**src/rts_pkg.sv**
```systemverilog
// Purpose: Shared constants and carriers for the reset terminal supervisor
// Assumes: 125 MHz core clock
// Notes:   Register indices are word addresses on the plain register port
package rts_pkg;

  // ************************************************************
  // Timing
  // ************************************************************
  localparam longint CLK_HZ           = 64'h0000_0000_0773_5940; // 125 MHz
  localparam longint SANITY_TIMEOUT_S = 64'h0000_0000_0000_0018; // 24 s
  localparam longint WARN_LEAD_MS     = 64'h0000_0000_0000_02EE; // 0.75 s as ms
  localparam longint SANITY_CYC_L     = CLK_HZ * SANITY_TIMEOUT_S;
  localparam longint WARN_CYC_L       = (CLK_HZ * WARN_LEAD_MS) / 64'h0000_0000_0000_03E8;
  localparam logic [31:0] SANITY_CYC  = SANITY_CYC_L[31:0];
  localparam logic [31:0] WARN_CYC    = WARN_CYC_L[31:0];
  localparam logic [3:0]  CPU_RST_CYC = 4'h8;

  // ************************************************************
  // Memory sizes of the microcontroller and firmware store
  // ************************************************************
  localparam int unsigned PROG_MEM_BYTES = 32'h0000_8000;
  localparam int unsigned SRAM_BYTES     = 32'h0000_8000;
  localparam int unsigned EEPROM_BYTES   = 32'h0000_2000;
  localparam int unsigned FW_BYTES       = 32'h0020_0000;
  localparam logic [15:0] EEPROM_BASE    = 16'h8000;

  // ************************************************************
  // Register map (word index)
  // ************************************************************
  localparam logic [3:0] REG_CTRL     = 4'h0;
  localparam logic [3:0] REG_STATUS   = 4'h1;
  localparam logic [3:0] REG_SANITY   = 4'h2;
  localparam logic [3:0] REG_OOB      = 4'h3;
  localparam logic [3:0] REG_BOARD    = 4'h4;
  localparam logic [3:0] REG_ID_INDEX = 4'h5;
  localparam logic [3:0] REG_ID_DATA  = 4'h6;
  localparam logic [31:0] CTRL_RST_VAL = 32'h0000_0010; // master indication inactive

  // CTRL fields
  localparam int CTRL_CPU_RST   = 0;
  localparam int CTRL_JAM       = 1;
  localparam int CTRL_SAN_DIS   = 2;
  localparam int CTRL_NMI       = 3;
  localparam int CTRL_MASTER_N  = 4;
  localparam int CTRL_SLAVE     = 5;
  localparam int CTRL_SPLIT     = 6;
  localparam int CTRL_BYPASS    = 7;
  localparam int CTRL_CHB_LO    = 8;

  typedef enum logic [1:0] {
    RTS_CHB_LOOP  = 2'h0,
    RTS_CHB_RS232 = 2'h1,
    RTS_CHB_RS422 = 2'h2
  } rts_chb_sel_t;

  // Processor card line bundle
  typedef struct packed {
    logic reset;
    logic jam;
    logic sanity_dis;
    logic nmi;
  } rts_cpu_ctl_t;

  // Processor card status bundle
  typedef struct packed {
    logic       active;
    logic       synced;
    logic       clk_fail;
    logic       clk_act;
    logic       oos;
    logic [7:0] board;
  } rts_cpu_stat_t;

endpackage : rts_pkg

```
**src/rts_supervisor.sv**
```systemverilog
// Purpose: Supervisory logic beside one processor card of a duplicated pair
// Assumes: Character and message strobes come from logic on core_clk
// Notes:   Power fail acts as an extra synchronous reset of all but the pin synchronisers and identity memory
// Notes on behaviour
// - Sanity timeout after 24 s resets microcontroller
// - Warning interrupt 0.75 s before that reset
// - Power fail holds card in reset, except pin synchronisers and identity memory
// - Out-of-band messages to microcontroller; slave resets processor
// - Drive backplane master indication to boards
// - Processor reset and jam control outputs
// - Processor sanity disable and top interrupt
// - Twins exchange jam; if both jammed, side without JAM_PRIORITY yields
// - Port 3 wired to processor channel A
// - Serial channel A to local terminal
// - Channel B loopback, RS232 or RS422
// - Simplex bypass skips own channel B
// - Identity memory answers 32-bit, no parity
// - Firmware store parity depends on mode
// - Program, SRAM, EEPROM memories with registers
// - Red inactive indicator, green sync indicator
// - Green activity indicator while card active
// - Splitter mode set, exchanged with twin
// - Captive office strap readable
// - While jammed, present processor status continuously
`timescale 1ns/1ps
`default_nettype none
module rts_supervisor
  import rts_pkg::*;
#(
  parameter logic [31:0] SANITY_CYCLES = SANITY_CYC,
  parameter logic [31:0] WARN_CYCLES   = WARN_CYC,
  parameter int          ID_DEPTH      = 16,
  parameter bit          JAM_PRIORITY  = 1'b0
) (
  input  wire logic          core_clk,
  input  wire logic          rst,
  input  wire logic          clk_en,
  // Register port
  input  wire logic [3:0]    reg_addr,
  input  wire logic [31:0]   reg_wdata,
  input  wire logic          reg_wr,
  input  wire logic          reg_rd,
  output logic      [31:0]   reg_rdata,
  // Watched character strobes
  input  wire logic          cpu_char_rx,
  input  wire logic          local_char_rx,
  input  wire logic          remote_char_rx,
  output logic               mcu_warn_irq,
  output logic               mcu_reset,
  input  wire logic          power_fail_n,
  // Out-of-band links
  input  wire logic          oob_msg_valid,
  input  wire logic [7:0]    oob_msg,
  output logic               master_indication_n,
  // Processor card
  output rts_cpu_ctl_t       cpu_ctl,
  input  wire rts_cpu_stat_t cpu_stat_pin,
  output rts_cpu_stat_t      cpu_stat_disp,
  // Twin card
  input  wire logic          twin_jam_in,
  output logic               jam_status_out,
  input  wire logic          split_in,
  output logic               split_out,
  input  wire logic          strap_captive,
  // Serial routing
  input  wire logic          port3_txd,
  output logic               port3_rxd,
  input  wire logic          cpu_cha_txd,
  output logic               cpu_cha_rxd,
  input  wire logic          scc_a_txd,
  output logic               scc_a_rxd,
  input  wire logic          local_rxd,
  output logic               local_txd,
  input  wire logic          scc_b_txd,
  output logic               scc_b_rxd,
  input  wire logic          cpu_chb_txd,
  output logic               cpu_chb_rxd,
  input  wire logic          rs232_rxd,
  output logic               rs232_txd,
  input  wire logic          rs422_rxd,
  output logic               rs422_txd,
  // Microcontroller memory decode
  input  wire logic [15:0]   mcu_xaddr,
  input  wire logic          mcu_xstrobe,
  output logic               sram_sel,
  output logic               eeprom_sel,
  // Peripheral card bus
  input  wire logic          pb_req,
  input  wire logic          pb_id_sel,
  input  wire logic          pb_fw_sel,
  input  wire logic [23:0]   pb_addr,
  input  wire logic [31:0]   pb_fw_rdata,
  input  wire logic          fw_parity_mode,
  output logic               pb_ack,
  output logic      [31:0]   pb_rdata,
  output logic               pb_parity_en,
  output logic               pb_parity,
  // Indicators
  output logic               led_red,
  output logic               led_green_sync,
  output logic               led_green_act
);

  localparam int IDW = $clog2(ID_DEPTH);

  // ************************************************************
  // Pin synchronisers
  // ************************************************************
  localparam int NSYNC = 17;
  logic [NSYNC-1:0] sync1_ff, sync2_ff;
  logic [NSYNC-1:0] pin_in;
  assign pin_in = {power_fail_n, twin_jam_in, split_in, strap_captive, cpu_stat_pin};

  always_ff @(posedge core_clk) begin
    if (rst) begin
      sync1_ff <= {1'b1, {(NSYNC-1){1'b0}}}; // Idle levels: no false twin jam after reset
      sync2_ff <= {1'b1, {(NSYNC-1){1'b0}}};
    end else if (clk_en) begin
      sync1_ff <= pin_in;
      sync2_ff <= sync1_ff;
    end
  end

  logic          pfail_s, twin_jam_s, split_in_s, strap_s;
  rts_cpu_stat_t stat_s;
  assign {pfail_s, twin_jam_s, split_in_s, strap_s, stat_s} =
    {~sync2_ff[16], sync2_ff[15:0]};

  // Power fail holds every flop except the pin synchronisers and identity memory in reset
  logic card_rst;
  assign card_rst = rst | pfail_s;

  // ************************************************************
  // Register state
  // ************************************************************
  logic [31:0]    ctrl_ff, nxt_ctrl;
  logic [IDW-1:0] id_idx_ff, nxt_id_idx;
  logic [7:0]     oob_data_ff, nxt_oob_data;
  logic           oob_full_ff, nxt_oob_full;
  logic [31:0]    rdata_ff, nxt_rdata;
  logic [31:0]    id_mem [ID_DEPTH];
  logic           wr_ctrl, wr_san, rd_oob;

  assign wr_ctrl = reg_wr && reg_addr == REG_CTRL;
  assign wr_san  = reg_wr && reg_addr == REG_SANITY;
  assign rd_oob  = reg_rd && reg_addr == REG_OOB;

  // ************************************************************
  // Sanity timer
  // ************************************************************
  logic [31:0] san_cnt_ff, nxt_san_cnt;
  logic        warn_ff, nxt_warn, mcu_rst_ff, nxt_mcu_rst, char_seen;

  assign char_seen = cpu_char_rx | local_char_rx | remote_char_rx;

  always_comb begin
    nxt_san_cnt = san_cnt_ff + 32'h0000_0001;
    nxt_warn    = warn_ff;
    nxt_mcu_rst = 1'b0;
    if (char_seen || wr_san) begin
      nxt_san_cnt = 32'h0000_0000;
      nxt_warn    = 1'b0;
    end else if (san_cnt_ff == SANITY_CYCLES - 32'h0000_0001) begin
      nxt_san_cnt = 32'h0000_0000;
      nxt_warn    = 1'b0;
      nxt_mcu_rst = 1'b1;
    end else if (san_cnt_ff == SANITY_CYCLES - WARN_CYCLES - 32'h0000_0001) begin
      nxt_warn    = 1'b1;
    end
  end

  always_ff @(posedge core_clk) begin
    if (card_rst) begin
      san_cnt_ff <= 32'h0000_0000;
      warn_ff    <= 1'b0;
      mcu_rst_ff <= 1'b0;
    end else if (clk_en) begin
      san_cnt_ff <= nxt_san_cnt;
      warn_ff    <= nxt_warn;
      mcu_rst_ff <= nxt_mcu_rst;
    end
  end
  assign mcu_warn_irq = warn_ff;
  assign mcu_reset    = mcu_rst_ff;

  // ************************************************************
  // Out-of-band capture and processor reset stretch
  // ************************************************************
  logic [3:0] cpu_rst_cnt_ff, nxt_cpu_rst_cnt;

  always_comb begin
    nxt_oob_data    = oob_data_ff;
    nxt_oob_full    = oob_full_ff;
    nxt_cpu_rst_cnt = cpu_rst_cnt_ff;
    if (cpu_rst_cnt_ff != 4'h0)
      nxt_cpu_rst_cnt = cpu_rst_cnt_ff - 4'h1;
    if (rd_oob)
      nxt_oob_full = 1'b0;
    // A message landing on the clearing read still sets the flag
    if (oob_msg_valid) begin
      nxt_oob_data = oob_msg;
      nxt_oob_full = 1'b1;
      if (ctrl_ff[CTRL_SLAVE])
        nxt_cpu_rst_cnt = CPU_RST_CYC;
    end
  end

  // ************************************************************
  // Control register and jam arbitration
  // ************************************************************
  logic jam_ff, nxt_jam;

  always_comb begin
    nxt_ctrl   = ctrl_ff;
    nxt_id_idx = id_idx_ff;
    if (wr_ctrl)
      nxt_ctrl = reg_wdata;
    if (reg_wr && reg_addr == REG_ID_INDEX)
      nxt_id_idx = reg_wdata[IDW-1:0];
    else if (reg_wr && reg_addr == REG_ID_DATA)
      nxt_id_idx = id_idx_ff + IDW'(1);
    // Only jam while the twin is free; on a tie the low side backs off
    nxt_jam = ctrl_ff[CTRL_JAM] && !(twin_jam_s && (!jam_ff || !JAM_PRIORITY));
  end

  always_ff @(posedge core_clk) begin
    if (card_rst) begin
      ctrl_ff        <= CTRL_RST_VAL;
      id_idx_ff      <= '0;
      oob_data_ff    <= 8'h00;
      oob_full_ff    <= 1'b0;
      cpu_rst_cnt_ff <= 4'h0;
      jam_ff         <= 1'b0;
    end else if (clk_en) begin
      ctrl_ff        <= nxt_ctrl;
      id_idx_ff      <= nxt_id_idx;
      oob_data_ff    <= nxt_oob_data;
      oob_full_ff    <= nxt_oob_full;
      cpu_rst_cnt_ff <= nxt_cpu_rst_cnt;
      jam_ff         <= nxt_jam;
    end
  end

  always_ff @(posedge core_clk) begin
    if (clk_en && reg_wr && reg_addr == REG_ID_DATA)
      id_mem[id_idx_ff] <= reg_wdata;
  end

  assign cpu_ctl.reset      = ctrl_ff[CTRL_CPU_RST] | (cpu_rst_cnt_ff != 4'h0);
  assign cpu_ctl.jam        = jam_ff;
  assign cpu_ctl.sanity_dis = ctrl_ff[CTRL_SAN_DIS];
  assign cpu_ctl.nmi        = ctrl_ff[CTRL_NMI];
  assign jam_status_out     = jam_ff;
  assign master_indication_n = ctrl_ff[CTRL_MASTER_N];
  assign split_out          = ctrl_ff[CTRL_SPLIT];

  // ************************************************************
  // Read path, status display, indicators
  // ************************************************************
  logic [31:0]   status_w;
  rts_cpu_stat_t disp_ff, nxt_disp;
  assign status_w = {20'h0_0000, stat_s.oos, stat_s.clk_act, stat_s.clk_fail,
                     stat_s.synced, stat_s.active, strap_s, split_in_s,
                     twin_jam_s, jam_ff, oob_full_ff, warn_ff, 1'b0};

  always_comb begin
    nxt_rdata = 32'h0000_0000;
    nxt_disp  = disp_ff;
    if (jam_ff)
      nxt_disp = stat_s;
    if (reg_rd) begin
      case (reg_addr)
        REG_CTRL:     nxt_rdata = ctrl_ff;
        REG_STATUS:   nxt_rdata = status_w;
        REG_SANITY:   nxt_rdata = san_cnt_ff;
        REG_OOB:      nxt_rdata = {23'h00_0000, oob_full_ff, oob_data_ff};
        REG_BOARD:    nxt_rdata = {24'h00_0000, stat_s.board};
        REG_ID_INDEX: nxt_rdata = 32'(id_idx_ff);
        default:      nxt_rdata = 32'h0000_0000;
      endcase
    end
  end

  always_ff @(posedge core_clk) begin
    if (card_rst) begin
      rdata_ff <= 32'h0000_0000;
      disp_ff  <= '0;
    end else if (clk_en) begin
      rdata_ff <= nxt_rdata;
      disp_ff  <= nxt_disp;
    end
  end
  assign reg_rdata     = rdata_ff;
  assign cpu_stat_disp = disp_ff;

  assign led_red        = ~stat_s.active | stat_s.oos;
  assign led_green_sync = stat_s.synced;
  assign led_green_act  = ~card_rst;

  // ************************************************************
  // Serial routing
  // ************************************************************
  rts_chb_sel_t chb_sel;
  assign chb_sel = rts_chb_sel_t'(ctrl_ff[CTRL_CHB_LO +: 2]);

  logic [5:0] ser_ff, nxt_ser;
  always_comb begin
    logic remote_rx;
    remote_rx = (chb_sel == RTS_CHB_RS422) ? rs422_rxd : rs232_rxd;
    nxt_ser[0] = cpu_cha_txd;
    nxt_ser[1] = port3_txd;
    nxt_ser[2] = local_rxd;
    nxt_ser[3] = scc_a_txd;
    if (ctrl_ff[CTRL_BYPASS]) begin
      nxt_ser[4] = 1'b1;
      nxt_ser[5] = remote_rx;
    end else begin
      nxt_ser[4] = (chb_sel == RTS_CHB_LOOP) ? scc_b_txd : remote_rx;
      nxt_ser[5] = 1'b1;
    end
  end

  always_ff @(posedge core_clk) begin
    if (card_rst)
      ser_ff <= 6'h3F;
    else if (clk_en)
      ser_ff <= nxt_ser;
  end
  logic remote_tx;
  assign remote_tx   = ctrl_ff[CTRL_BYPASS] ? cpu_chb_txd : scc_b_txd;
  assign port3_rxd   = ser_ff[0];
  assign cpu_cha_rxd = ser_ff[1];
  assign scc_a_rxd   = ser_ff[2];
  assign local_txd   = ser_ff[3];
  assign scc_b_rxd   = ser_ff[4];
  assign cpu_chb_rxd = ser_ff[5];
  assign rs232_txd   = (chb_sel == RTS_CHB_RS232) ? remote_tx : 1'b1;
  assign rs422_txd   = (chb_sel == RTS_CHB_RS422) ? remote_tx : 1'b1;

  // ************************************************************
  // Memory decode and peripheral bus answers
  // ************************************************************
  assign sram_sel   = mcu_xstrobe && mcu_xaddr < 16'(SRAM_BYTES);
  assign eeprom_sel = mcu_xstrobe && mcu_xaddr >= EEPROM_BASE
                      && mcu_xaddr < EEPROM_BASE + 16'(EEPROM_BYTES);

  logic        pb_ack_ff, pb_pen_ff, pb_par_ff;
  logic [31:0] pb_data_ff, pb_word;
  logic        pb_fw_hit;
  assign pb_fw_hit = pb_fw_sel && pb_addr < 24'(FW_BYTES);
  assign pb_word   = pb_id_sel ? id_mem[pb_addr[IDW+1:2]] : pb_fw_rdata;

  always_ff @(posedge core_clk) begin
    if (card_rst) begin
      pb_ack_ff  <= 1'b0;
      pb_pen_ff  <= 1'b0;
      pb_par_ff  <= 1'b0;
      pb_data_ff <= 32'h0000_0000;
    end else if (clk_en) begin
      pb_ack_ff  <= pb_req && (pb_id_sel || pb_fw_hit);
      pb_pen_ff  <= pb_req && !pb_id_sel && pb_fw_hit && fw_parity_mode;
      pb_par_ff  <= ^pb_word;
      pb_data_ff <= pb_word;
    end
  end
  assign pb_ack       = pb_ack_ff;
  assign pb_rdata     = pb_data_ff;
  assign pb_parity_en = pb_pen_ff;
  assign pb_parity    = pb_par_ff & pb_pen_ff;
endmodule : rts_supervisor
`default_nettype wire

```
**config.mk**
```make
export PLATFORM = sky130hd
export DESIGN_NAME = rts_supervisor
export DESIGN_NICKNAME = d
export VERILOG_FILES = /design/src/rts_pkg.sv /design/src/rts_supervisor.sv
export SDC_FILE = /design/constraint.sdc
export NUM_CORES = 1
export LEC_CHECK = 0
export BUFFER_PORTS_ARGS = -buffer_cell sky130_fd_sc_hd__buf_2
export CORE_MARGIN = 2
export CORE_UTILIZATION = 45
export CTS_CLUSTER_SIZE = 28
export DETAILED_ROUTE_END_ITERATION = 10
export GPL_ROUTABILITY_DRIVEN = 0
export PLACE_DENSITY = 0.67
export SLEW_MARGIN = 40
export SYNTH_ARGS = -nofsm -noshare
export SYNTH_HDL_FRONTEND = slang
export SYNTH_SLANG_ARGS = --single-unit
```
**constraint.sdc**
```tcl
create_clock -name core_clk -period 5.4 [get_ports core_clk]
set_clock_uncertainty 0.1 [all_clocks]
set_input_delay 0.27 -clock core_clk [delete_from_list [all_inputs] [get_ports core_clk]]
set_output_delay 0.27 -clock core_clk [all_outputs]
set_load 0.005 [all_outputs]
```
==> summary.txt, run 1 <==
Status
  – Outcome: completed

Setup path
  – CP delay by family, top: XOR/XNOR gates
  – Crit path top cell by count: xnor3_1
  – Kind of critical path: reg2reg
  – Slowest cell on crit path: xnor3_1
  – Worst path required time: 5.78 ns
  – CP bufs+invs: 0
  – Crit. path cell count: 10
  – Worst R2R Path Depth: 10
  – CP cell instances: mux4_1, mux2i_1, a221oi_1, xnor2_1, xnor3_1, xnor3_1, xnor3_1, xnor3_1, mux2i_1, nor2_1
  – CP Data Arrival Time: 4.09 ns
  – Critical Path Sink Type: register
  – Crit-path max FO: 2
  – Worst Setup Start Kind: register
  – CP max stage delay: 0.51 ns

Power and ir drop
  – LEAKAGE: 12.2 nW
  – Power Dens Cells: 354 nW/um2
  – Worst IR Drop VDD: 0.344 mV

Logic synthesis
  – Most common library cells after synthesis: 512 x edfxtp_1, 223 x nor2_1, 204 x dfxtp_1, 176 x nand2_1, 129 x mux2i_1
  – Post-synth ARST share: 0%
  – Seq/Total Area, Yosys: 66.8%
  – Distinct cells, synth: 64
  – Synth Flop Type: edfxtp_1
  – Ys Warns: 0
  – Synth area leader: edfxtp_1
  – Register bit count reported by yosys: 716
  – Synth Area per Inst: 14.5 um2
  – Synth Cell Area: 29100 um2
  – Post-synth EDFFs: 512
  – Synthesized instance count: 2014
  – Post-synth top area share: 52.8%
  – Most frequent cell after synthesis: edfxtp_1
  – Synth top area cells: edfxtp_1 53%, dfxtp_1 14%, mux4_1 5.4%
  – Net Count, Synth: 2175

Final layout
  – Ant. Diodes: 0
  – Post-Layout Inst Area: 34600 um2
  – Layout area overhead: 18.8%
  – Final net count: 2478
  – Layout Cells excl Fill: 3234
  – Share of cells above drive strength 1: 19.8%
  – Core Util, Final: 53.9%
  – # fillers: 5222

Routing
  – Routed wire length: 77700 um
  – Wire length per cell: 24.0 um
  – DRC violations left: 0
  – First-pass iteration count of the detailed router: 6
  – Initial DRC count: 1809
  – Vias: 18608
  – Remaining antenna violation count: 0
  – Vias per cell: 5.75

Clock tree
  – Clock transition at the registers of the reported paths: 0.06 ns
  – Post-CTS Resized: 0
  – H-tree Lvls: 3
  – Clk sink count: 716
  – CTS root buf: clkbuf_16
  – Clock Path Buffers: 3
  – Clk_lat worst skew: 0.63 ns
  – CTS tree: done
  – CTS buffer count: 76

Run
  – Max_cap viols: 0

Min path
  – Hold Path Depth: 5
  – Worst hold path class: in2reg

Placement
  – DP Area: 31100 um2
  – I/O Buffers: 226
  – HPWL after DPL: 48300 um
  – Post-Place Cells: 3007

Global routing
  – Total GRT Usage: 22.9%
  – Vias in the first global route: 18254
  – Largest net degree at the start of global routing: 94
  – First-pass GRT wire length: 115000 um
  – Total global routing overflow: 0
  – Initial antenna violation count: 1

Die
  – I/O Pins: 257
  – Initial Utilization: 45.3%
  – Core area: 64200 um2
  – Die width: 258 um
  – Core Rows: 93
  – Die area: 66800 um2
  – Die height: 258 um

STA
  – Slew @ Worst Pin: 0.782 ns
  – Max_slew headroom: 47.8%
  – TNS Setup: 0 ns
  – Final Hold Fails: 0
  – Max Fclk: 269 MHz
  – # setup viols final: 0
  – Slew Viols, Final: 0
  – Unrepaired setup endpoints after global routing: false
  – Tcrit/Tclk final: 68.8%
  – Post-route minimum period: 3.71 ns
==> final timing paths <==
check | start | to | slack, ns
hold reg to reg | ctrl_ff[13]$_SDFFE_PN0P_ | ctrl_ff[13]$_SDFFE_PN0P_ | 0.35
setup / recovery | id_mem[4][0]$_DFFE_PP_ | pb_par_ff$_SDFFE_PN0P_ | 1.69
setup reg to reg | id_mem[4][0]$_DFFE_PP_ | pb_par_ff$_SDFFE_PN0P_ | 1.69
hold / removal | pb_fw_rdata[30] | pb_rdata[30]$_SDFFE_PN0P_ | 0.04
==> cell usage in the layout (no fill, tap or decap), types with 7 or more instances in the layout <==
| cell | synthesis | routed |
|---|---|---|
| inv_1 | 9 | 9 |
| clkbuf_16 | 0 | 79 |
| a221oi_1 | 12 | 12 |
| dlygate4sd3_1 | 0 | 85 |
| edfxtp_1 | 512 | 512 |
| a21oi_1 | 114 | 114 |
| clkinv_2 | 0 | 14 |
| nor2b_1 | 8 | 7 |
| nor2_1 | 223 | 210 |
| mux2i_1 | 129 | 129 |
| nand2_1 | 176 | 175 |
| xnor2_1 | 46 | 46 |
| clkbuf_1 | 75 | 16 |
| o22ai_1 | 20 | 20 |
| nand3_1 | 23 | 22 |
| mux4_2 | 35 | 35 |
| bufinv_16 | 0 | 11 |
| mux4_1 | 60 | 60 |
| nand4_1 | 15 | 15 |
| nor2_4 | 0 | 12 |
| buf_2 | 11 | 223 |
| clkinv_1 | 0 | 8 |
| xor2_1 | 19 | 19 |
| a22oi_1 | 62 | 62 |
| buf_4 | 19 | 39 |
| a211oi_1 | 22 | 22 |
| and2_1 | 13 | 13 |
| o21ai_0 | 42 | 42 |
| nor4_1 | 7 | 7 |
| dfxtp_1 | 204 | 204 |
| nor3_1 | 21 | 16 |
| o21ai_1 | 11 | 11 |
| mux2_2 | 14 | 14 |
==> state kept, by name, indices dropped and copies added, names as in the netlist, 4 cells and up <==
name	count
id_mem	512
ctrl_ff	32
pb_rdata	32
reg_rdata	32
san_cnt_ff	32
sync1_ff	17
sync2_ff	17
cpu_stat_disp	13
oob_data_ff	8
ser_ff	6
cpu_rst_cnt_ff	4
id_idx_ff	4
==> repair_timing <==
item                      in CTS  in global routing
hold buffers                  85                  0
setup buffers                  0                  0
hold endpoints to repair     567                  0
==> worst min-delay path, stage by stage <==
cell      delay (ns)
buf_2           0.11
nor2_1          0.10
a211oi_1        0.06
a21oi_1         0.11
nor2_1          0.05
==> through the flow <==
step | power (W) | worst slack, ns | hold WS (ns)
CTS | 0.0123 | 1.69 | 0.0112
finish | 0.0123 | 1.69 | 0.0395
detailed placement | 0.00690 | 1.16 | 0.347
global placement | 0.00688 | 1.09 | 0.338
floorplan | 0.00659 | 1.38 | 0.269
global route | 0.0126 | 1.54 | 0.0625
==> logic make-up (layout without fill, tap and decap cells) <==
logic type	after synthesis	after routing	synth area share, %
adder cells (fa/ha/maj)	6	6	0.258
XOR/XNOR	71	71	2.42
AO/OA/AOI/OAI	320	320	6.94
multiplexers	238	238	13.1
buffers and inverters	142	507	2.78
flip-flops	716	716	66.8
AND/OR/NAND/NOR	521	521	7.69
==> layer usage <==
layer | global-route usage, % | share of wire, % | up-vias
li1 | - | - | 8270
met1 | 31.3 | 42 | 9358
met4 | 6.87 | 2.7 | 0
met3 | 3.75 | 7.5 | 131
met5 | 0 | 0 | -
met2 | 38.0 | 48 | 849
==> power breakdown <==
part           switching [W]  internal (W)
registers          0.0000319       0.00592
clock network        0.00217       0.00326
logic               0.000495      0.000390
total                0.00270       0.00957
==> layout make-up <==
class	instances	area [um2]	share of cell area, %
Tap cell	855	1070	3.09
Multi-Input combinational cell	1156	9000	26.0
Clock inverter	42	524	1.51
Clock buffer	98	2080	6.00
Timing Repair Buffer	356	2440	7.06
Inverter	11	41.3	0.119
Sequential cell	716	19500	56.2
(Power assumes the default switching activity.)
==> run 2, diff against run 1 <==
Clock period 5.4 ns to 3.8 ns, I/O delays scaled along.
==> run 2 against run 1 <==
  * Utilization is 0.26 points higher
  * Non-clock buffer count grew 36
  * First-iteration DRC count is 12% higher
  * Cell count increased by 0.87%
  * Worst setup slack worse by 1.6 ns
  * Largest cell class unchanged
  * Sequential power is 42% higher
==> summary.txt, run 2 (synthesis results as in run 1) <==
Status
  – Outcome: completed

Global routing
  – Initial antenna violation count: 4 (+3)
  – Vias in the first global route: 18397 (+0.78%)
  – Largest net degree at the start of global routing: 129 (+37%)
  – First-pass GRT wire length: 115000 um (+0.61%)
  – Total GRT Usage: 23.2% (+0.24 points)
  – Total global routing overflow: 0 (unchanged)

Final layout
  – Largest Register: id_mem
  – Final net count: 2511 (+1.3%)
  – Ant. Diodes: 0 (unchanged)
  – # fillers: 5183 (-0.75%)
  – Register area: 19500 um2 (unchanged)
  – Layout area overhead: 19.4%
  – Max FFs per register: 512 (unchanged)
  – Share of cells above drive strength 1: 20.0% (+0.23 points)
  – Multi-input gate area: 9010 um2 (+0.13%)
  – Highest-count cells in the layout ignoring fill and taps: 512 x edfxtp_1, 223 x buf_2, 210 x nor2_1
  – Core Util, Final: 54.2% (+0.26 points)
  – Commonest non-fill, non-tap cell in the layout: edfxtp_1

Clock tree
  – Clk_lat worst skew: 0.61 ns (-0.02 ns)
  – H-tree Lvls: 3 (unchanged)
  – CTS buffer count: 73 (-3.9%)
  – CTS root buf: clkbuf_16
  – CTS tree: done
  – Clock Path Buffers: 3 (unchanged)
  – Clock transition at the registers of the reported paths: 0.06 ns (about the same)
  – Clk sink count: 716 (unchanged)

Power and ir drop
  – Clk pwr share: 42.0% (-2.3 points)
  – Power Dens Cells: 485 nW/um2 (+37%)
  – Gate power share: 7.8% (+0.6 points)
  – Worst IR Drop VDD: 0.356 mV (+3.5%)
  – Net Sw Power: 0.00367 W (+36%)
  – LEAKAGE: 12.3 nW (+0.65%)
  – Sw Share: 21.7% (-0.24 points)
  – Internal: 0.0132 W (+38%)
  – Final Power: 0.0169 W (+37%)
  – Flop pwr share: 50.1% (+1.6 points)

Routing
  – First-pass iteration count of the detailed router: 5 (-1)
  – Wire length per cell: 23.9 um (-0.50%)
  – DRC violations left: 0 (unchanged)
  – Vias per cell: 5.73 (-0.41%)
  – Initial DRC count: 2028 (+12%)
  – Routed wire length: 78000 um (+0.36%)
  – Vias: 18693 (+0.46%)
  – Remaining antenna violation count: 0 (unchanged)

Die
  – Die height: 258 um (unchanged)
  – I/O Pins: 257 (unchanged)
  – Core area: 64200 um2 (unchanged)
  – Initial Utilization: 45.3% (unchanged)
  – Die width: 258 um (unchanged)
  – Die area: 66800 um2 (unchanged)
  – Core Rows: 93 (unchanged)

STA
  – Max_slew headroom: 48.9% (+1.0 points)
  – Final Hold Fails: 0 (unchanged)
  – Post-route setup slack: 0.131 ns (-1.55 ns)
  – Tcrit/Tclk final: 96.5% (+28 points)
  – Post-route minimum period: 3.67 ns (-0.0461 ns)
  – # setup viols final: 0 (unchanged)
  – Slew Viols, Final: 0 (unchanged)
  – Unrepaired setup endpoints after global routing: false
  – TNS Setup: 0 ns (unchanged)
  – Max Fclk: 273 MHz (+1.3%)
  – Slew @ Worst Pin: 0.767 ns (-0.0156 ns)

Setup path
  – CP Data Arrival Time: 4.03 ns (-0.06 ns)
  – Crit-path max FO: 2 (unchanged)
  – Worst Setup Start Kind: register
  – Kind of critical path: reg2reg
  – Critical Path Sink Type: register
  – Worst path required time: 4.16 ns (-1.62 ns)
  – Worst R2R Path Depth: 10 (unchanged)

Placement
  – Pre-CTS WS: -0.0541 ns (-1.22 ns)
  – HPWL after DPL: 47700 um (-1.2%)
  – I/O Buffers: 226 (unchanged)

Min path
  – Hold Path Depth: 4 (-1)
  – Worst hold path class: in2reg

Run
  – Max_cap viols: 0 (unchanged)
run 2: worst paths after layout:
check	startpoint	to	slack (ns)
setup / recovery	id_mem[14][7]$_DFFE_PP_	pb_par_ff$_SDFFE_PN0P_	0.13
hold / removal	pb_fw_rdata[14]	pb_rdata[14]$_SDFFE_PN0P_	0.05
setup reg to reg	id_mem[14][7]$_DFFE_PP_	pb_par_ff$_SDFFE_PN0P_	0.13
hold reg to reg	ctrl_ff[16]$_SDFFE_PN0P_	ctrl_ff[16]$_SDFFE_PN0P_	0.36
run 2: layout make-up:
type / count / area share [%]
sequential: 716 / 55.9
multi-input combinational: 1156 / 25.9
inverter: 11 / 0.119
tap: 855 / 3.08
clock inverter: 14 / 0.288
timing repair buffer: 392 / 8.10
clock buffer: 118 / 6.57
run 2: critical path, stage by stage, from the launching register on:
cell and delay (ns):
edfxtp_1 0.37, mux4_1 0.51, mux2i_1 0.25, a221oi_1 0.18, xnor2_1 0.17, xnor3_1 0.43, xnor3_1 0.39, xnor3_2 0.51
xnor3_1 0.42, mux2i_1 0.14, nor2_1 0.06
run 2: routing by layer:
metal,track usage [%],share of wire [%],vias up
met4,7.13,2.8,2
met5,0,0.014,-
met2,38.2,48,827
li1,-,-,8338
met1,30.6,41,9385
met3,5.38,8.4,141
run 2: metrics by stage:
step	hold slack (ns)	area (um2)	std cells
finish	0.0470	34800	3262
floorplan	0.189	29100	2014
global route	0.0473	34800	3262
detailed placement	0.318	31400	3034
CTS	0.0185	34800	3262
global placement	0.310	31400	3034
run 2: power by group through the flow:
stage                     clock (W)  combinational [W]  sequential, W
after floorplan                   0           0.000761        0.00861
after global placement            0            0.00120        0.00862
after detailed placement          0            0.00122        0.00862
after CTS                   0.00721            0.00131        0.00845
after global routing        0.00748            0.00141        0.00846
final                       0.00709            0.00132        0.00845
run 2: repair_timing:
item	CTS	global route
setup endpoints to repair	0	1
buffers inserted	0	0
endpoints found under the hold margin	604	0
hold buffers	96	0
gates resized for setup	0	1
==> run 3, diff against run 2 <==
Settings changed: CTS_BUF_LIST set to sky130_fd_sc_hd__clkbuf_16.
Clock period 3.8 ns to 4.3 ns, I/O delays scaled along.
==> run 3 against run 2 <==
  * Worst setup slack better by 0.45 ns
  * Cell count is 0.31% lower
  * Power is 12% lower
  * Final area is 0.65% lower
  * Non-clock buffer count is 16 lower
  * Sequential power is 12% lower
  * Sequential share of layout area is 0.36 points higher
  * Clock-buffer cell count is 42 lower
  * Largest cell class unchanged
==> summary.txt, run 3 (synthesis results as in run 1) <==
Routing
  – Vias: 18666 (-0.14%)
  – DRC violations left: 0 (unchanged)
  – Wire length per cell: 23.9 um (-0.15%)
  – Remaining antenna violation count: 0 (unchanged)
  – Vias per cell: 5.74 (+0.16%)
  – First-pass iteration count of the detailed router: 5 (unchanged)
  – Routed wire length: 77600 um (-0.46%)
  – Initial DRC count: 1916 (-5.5%)

Status
  – Outcome: completed

Clock tree
  – Clock transition at the registers of the reported paths: 0.06 ns (about the same)
  – CTS buffer count: 75 (+2.7%)
  – H-tree Lvls: 3 (unchanged)
  – Setup Fix Bufs, Post-CTS: 0 (unchanged)
  – Clk sink count: 716 (unchanged)
  – Clock Path Buffers: 3 (unchanged)
  – Clk_lat worst skew: 0.64 ns (+0.03 ns)
  – CTS root buf: clkbuf_16
  – CTS tree: done

Power and ir drop
  – LEAKAGE: 12.3 nW (about the same)
  – Worst IR Drop VDD: 0.296 mV (-17%)
  – Power Dens Cells: 430 nW/um2 (-11%)

Final layout
  – Max FFs per register: 512 (unchanged)
  – Commonest non-fill, non-tap cell in the layout: edfxtp_1
  – Layout area overhead: 18.7%
  – Share of cells above drive strength 1: 19.5% (-0.49 points)
  – Highest-count cells in the layout ignoring fill and taps: 512 x edfxtp_1, 223 x buf_2, 210 x nor2_1
  – Largest Register: id_mem
  – Final net count: 2497 (-0.56%)

Global routing
  – Total global routing overflow: 0 (unchanged)
  – Total GRT Usage: 23.0% (-0.20 points)
  – Vias in the first global route: 18533 (+0.74%)
  – Largest net degree at the start of global routing: 95 (-26%)
  – First-pass GRT wire length: 115000 um (-0.41%)
  – Initial antenna violation count: 3 (-1)

Placement
  – I/O Buffers: 226 (unchanged)
  – HPWL after DPL: 48900 um (+2.5%)

STA
  – Final Hold Fails: 0 (unchanged)
  – Slew @ Worst Pin: 0.803 ns (+0.0361 ns)
  – TNS Setup: 0 ns (unchanged)
  – # setup viols final: 0 (unchanged)
  – Tcrit/Tclk final: 86.4% (-10 points)
  – Worst hold slack: 0.0114 ns (-0.0357 ns)
  – Unrepaired setup endpoints after global routing: false
  – Post-route minimum period: 3.71 ns (+0.0456 ns)
  – Max_slew headroom: 46.3% (-2.5 points)
  – Slew Viols, Final: 0 (unchanged)
  – Max Fclk: 269 MHz (-1.2%)

Setup path
  – Worst r2r src: id_mem[6][7]$_DFFE_PP_
  – Worst path required time: 4.68 ns (+0.52 ns)
  – Worst Setup Start Kind: register
  – Kind of critical path: reg2reg
  – Crit-path max FO: 2 (unchanged)
  – Critical Path Sink Type: register
  – CP Data Arrival Time: 4.09 ns (+0.06 ns)
  – Critical Path Start: id_mem[6][7]$_DFFE_PP_

Min path
  – Min-delay src: pb_fw_rdata[17]
  – Worst hold path class: in2reg

Die
  – Core Rows: 93 (unchanged)
  – Initial Utilization: 45.3% (unchanged)
  – I/O Pins: 257 (unchanged)
  – Die area: 66800 um2 (unchanged)
  – Core area: 64200 um2 (unchanged)
  – Die height: 258 um (unchanged)
  – Die width: 258 um (unchanged)

Run
  – Max_cap viols: 0 (unchanged)
-- run 3: report_power, final --
group,total [W],leakage [nW],switching (W),internal (W)
clock network,0.00627,1.24,0.00268,0.00359
registers,0.00747,6.26,0.0000417,0.00743
logic,0.00112,4.76,0.000624,0.000500
total,0.0149,12.3,0.00334,0.0115
-- run 3: worst paths after layout --
check | end | slack [ns] | depth (start not counted)
setup reg to reg | pb_par_ff$_SDFFE_PN0P_ | 0.59 | 10
setup / recovery | pb_par_ff$_SDFFE_PN0P_ | 0.59 | 10
hold / removal | pb_rdata[17]$_SDFFE_PN0P_ | 0.01 | 4
hold reg to reg | cpu_stat_disp[11]$_SDFFE_PN0P_ | 0.35 | 2
-- run 3: timing repair --
action | 4_1_cts | 5_1_grt
hold endpoints to repair | 592 | 0
hold buffers | 90 | 0
gates resized for setup | 0 | 0
-- run 3: per-stage QoR --
step	util [%]	power [W]	setup WS, ns	std cells	cell area (um2)
3_5_place_dp	48.7	0.00867	0.348	3024	31300
2_1_floorplan	-	0.00828	0.336	2014	29100
5_1_grt	53.8	0.0153	0.461	3251	34600
3_3_place_gp	48.6	0.00865	0.262	3024	31200
4_1_cts	53.8	0.0150	0.604	3251	34600
6_report	53.8	0.0149	0.586	3252	34600
-- run 3: per-layer routing --
| layer | vias to the layer above | global-route usage, % | share of wire, % |
|---|---|---|---|
| met4 | 4 | 7.55 | 3.0 |
| li1 | 8323 | - | - |
| met1 | 9344 | 31.5 | 42 |
| met5 | - | 0 | 0.032 |
| met3 | 153 | 4.19 | 8.0 |
| met2 | 842 | 37.3 | 47 |
-- run 3: final cells by class --
type,instances,area [um2]
Fill cell,5254,29700
Sequential cell,716,19500
Multi-Input combinational cell,1156,8990
Timing Repair Buffer,376,2600
Clock buffer,76,1900
Tap cell,855,1070
Clock inverter,61,489
Inverter,11,43.8
Antenna cell,1,2.50
-- run 3: worst max-delay path, cell delays in order, from the launching register on --
cell	delay (ns)
edfxtp_1	0.39
mux4_1	0.49
mux2i_1	0.22
a221oi_1	0.16
xnor2_1	0.18
xnor3_1	0.46
xnor3_1	0.43
xnor3_1	0.51
xnor3_1	0.44
mux2i_1	0.15
nor2_1	0.05
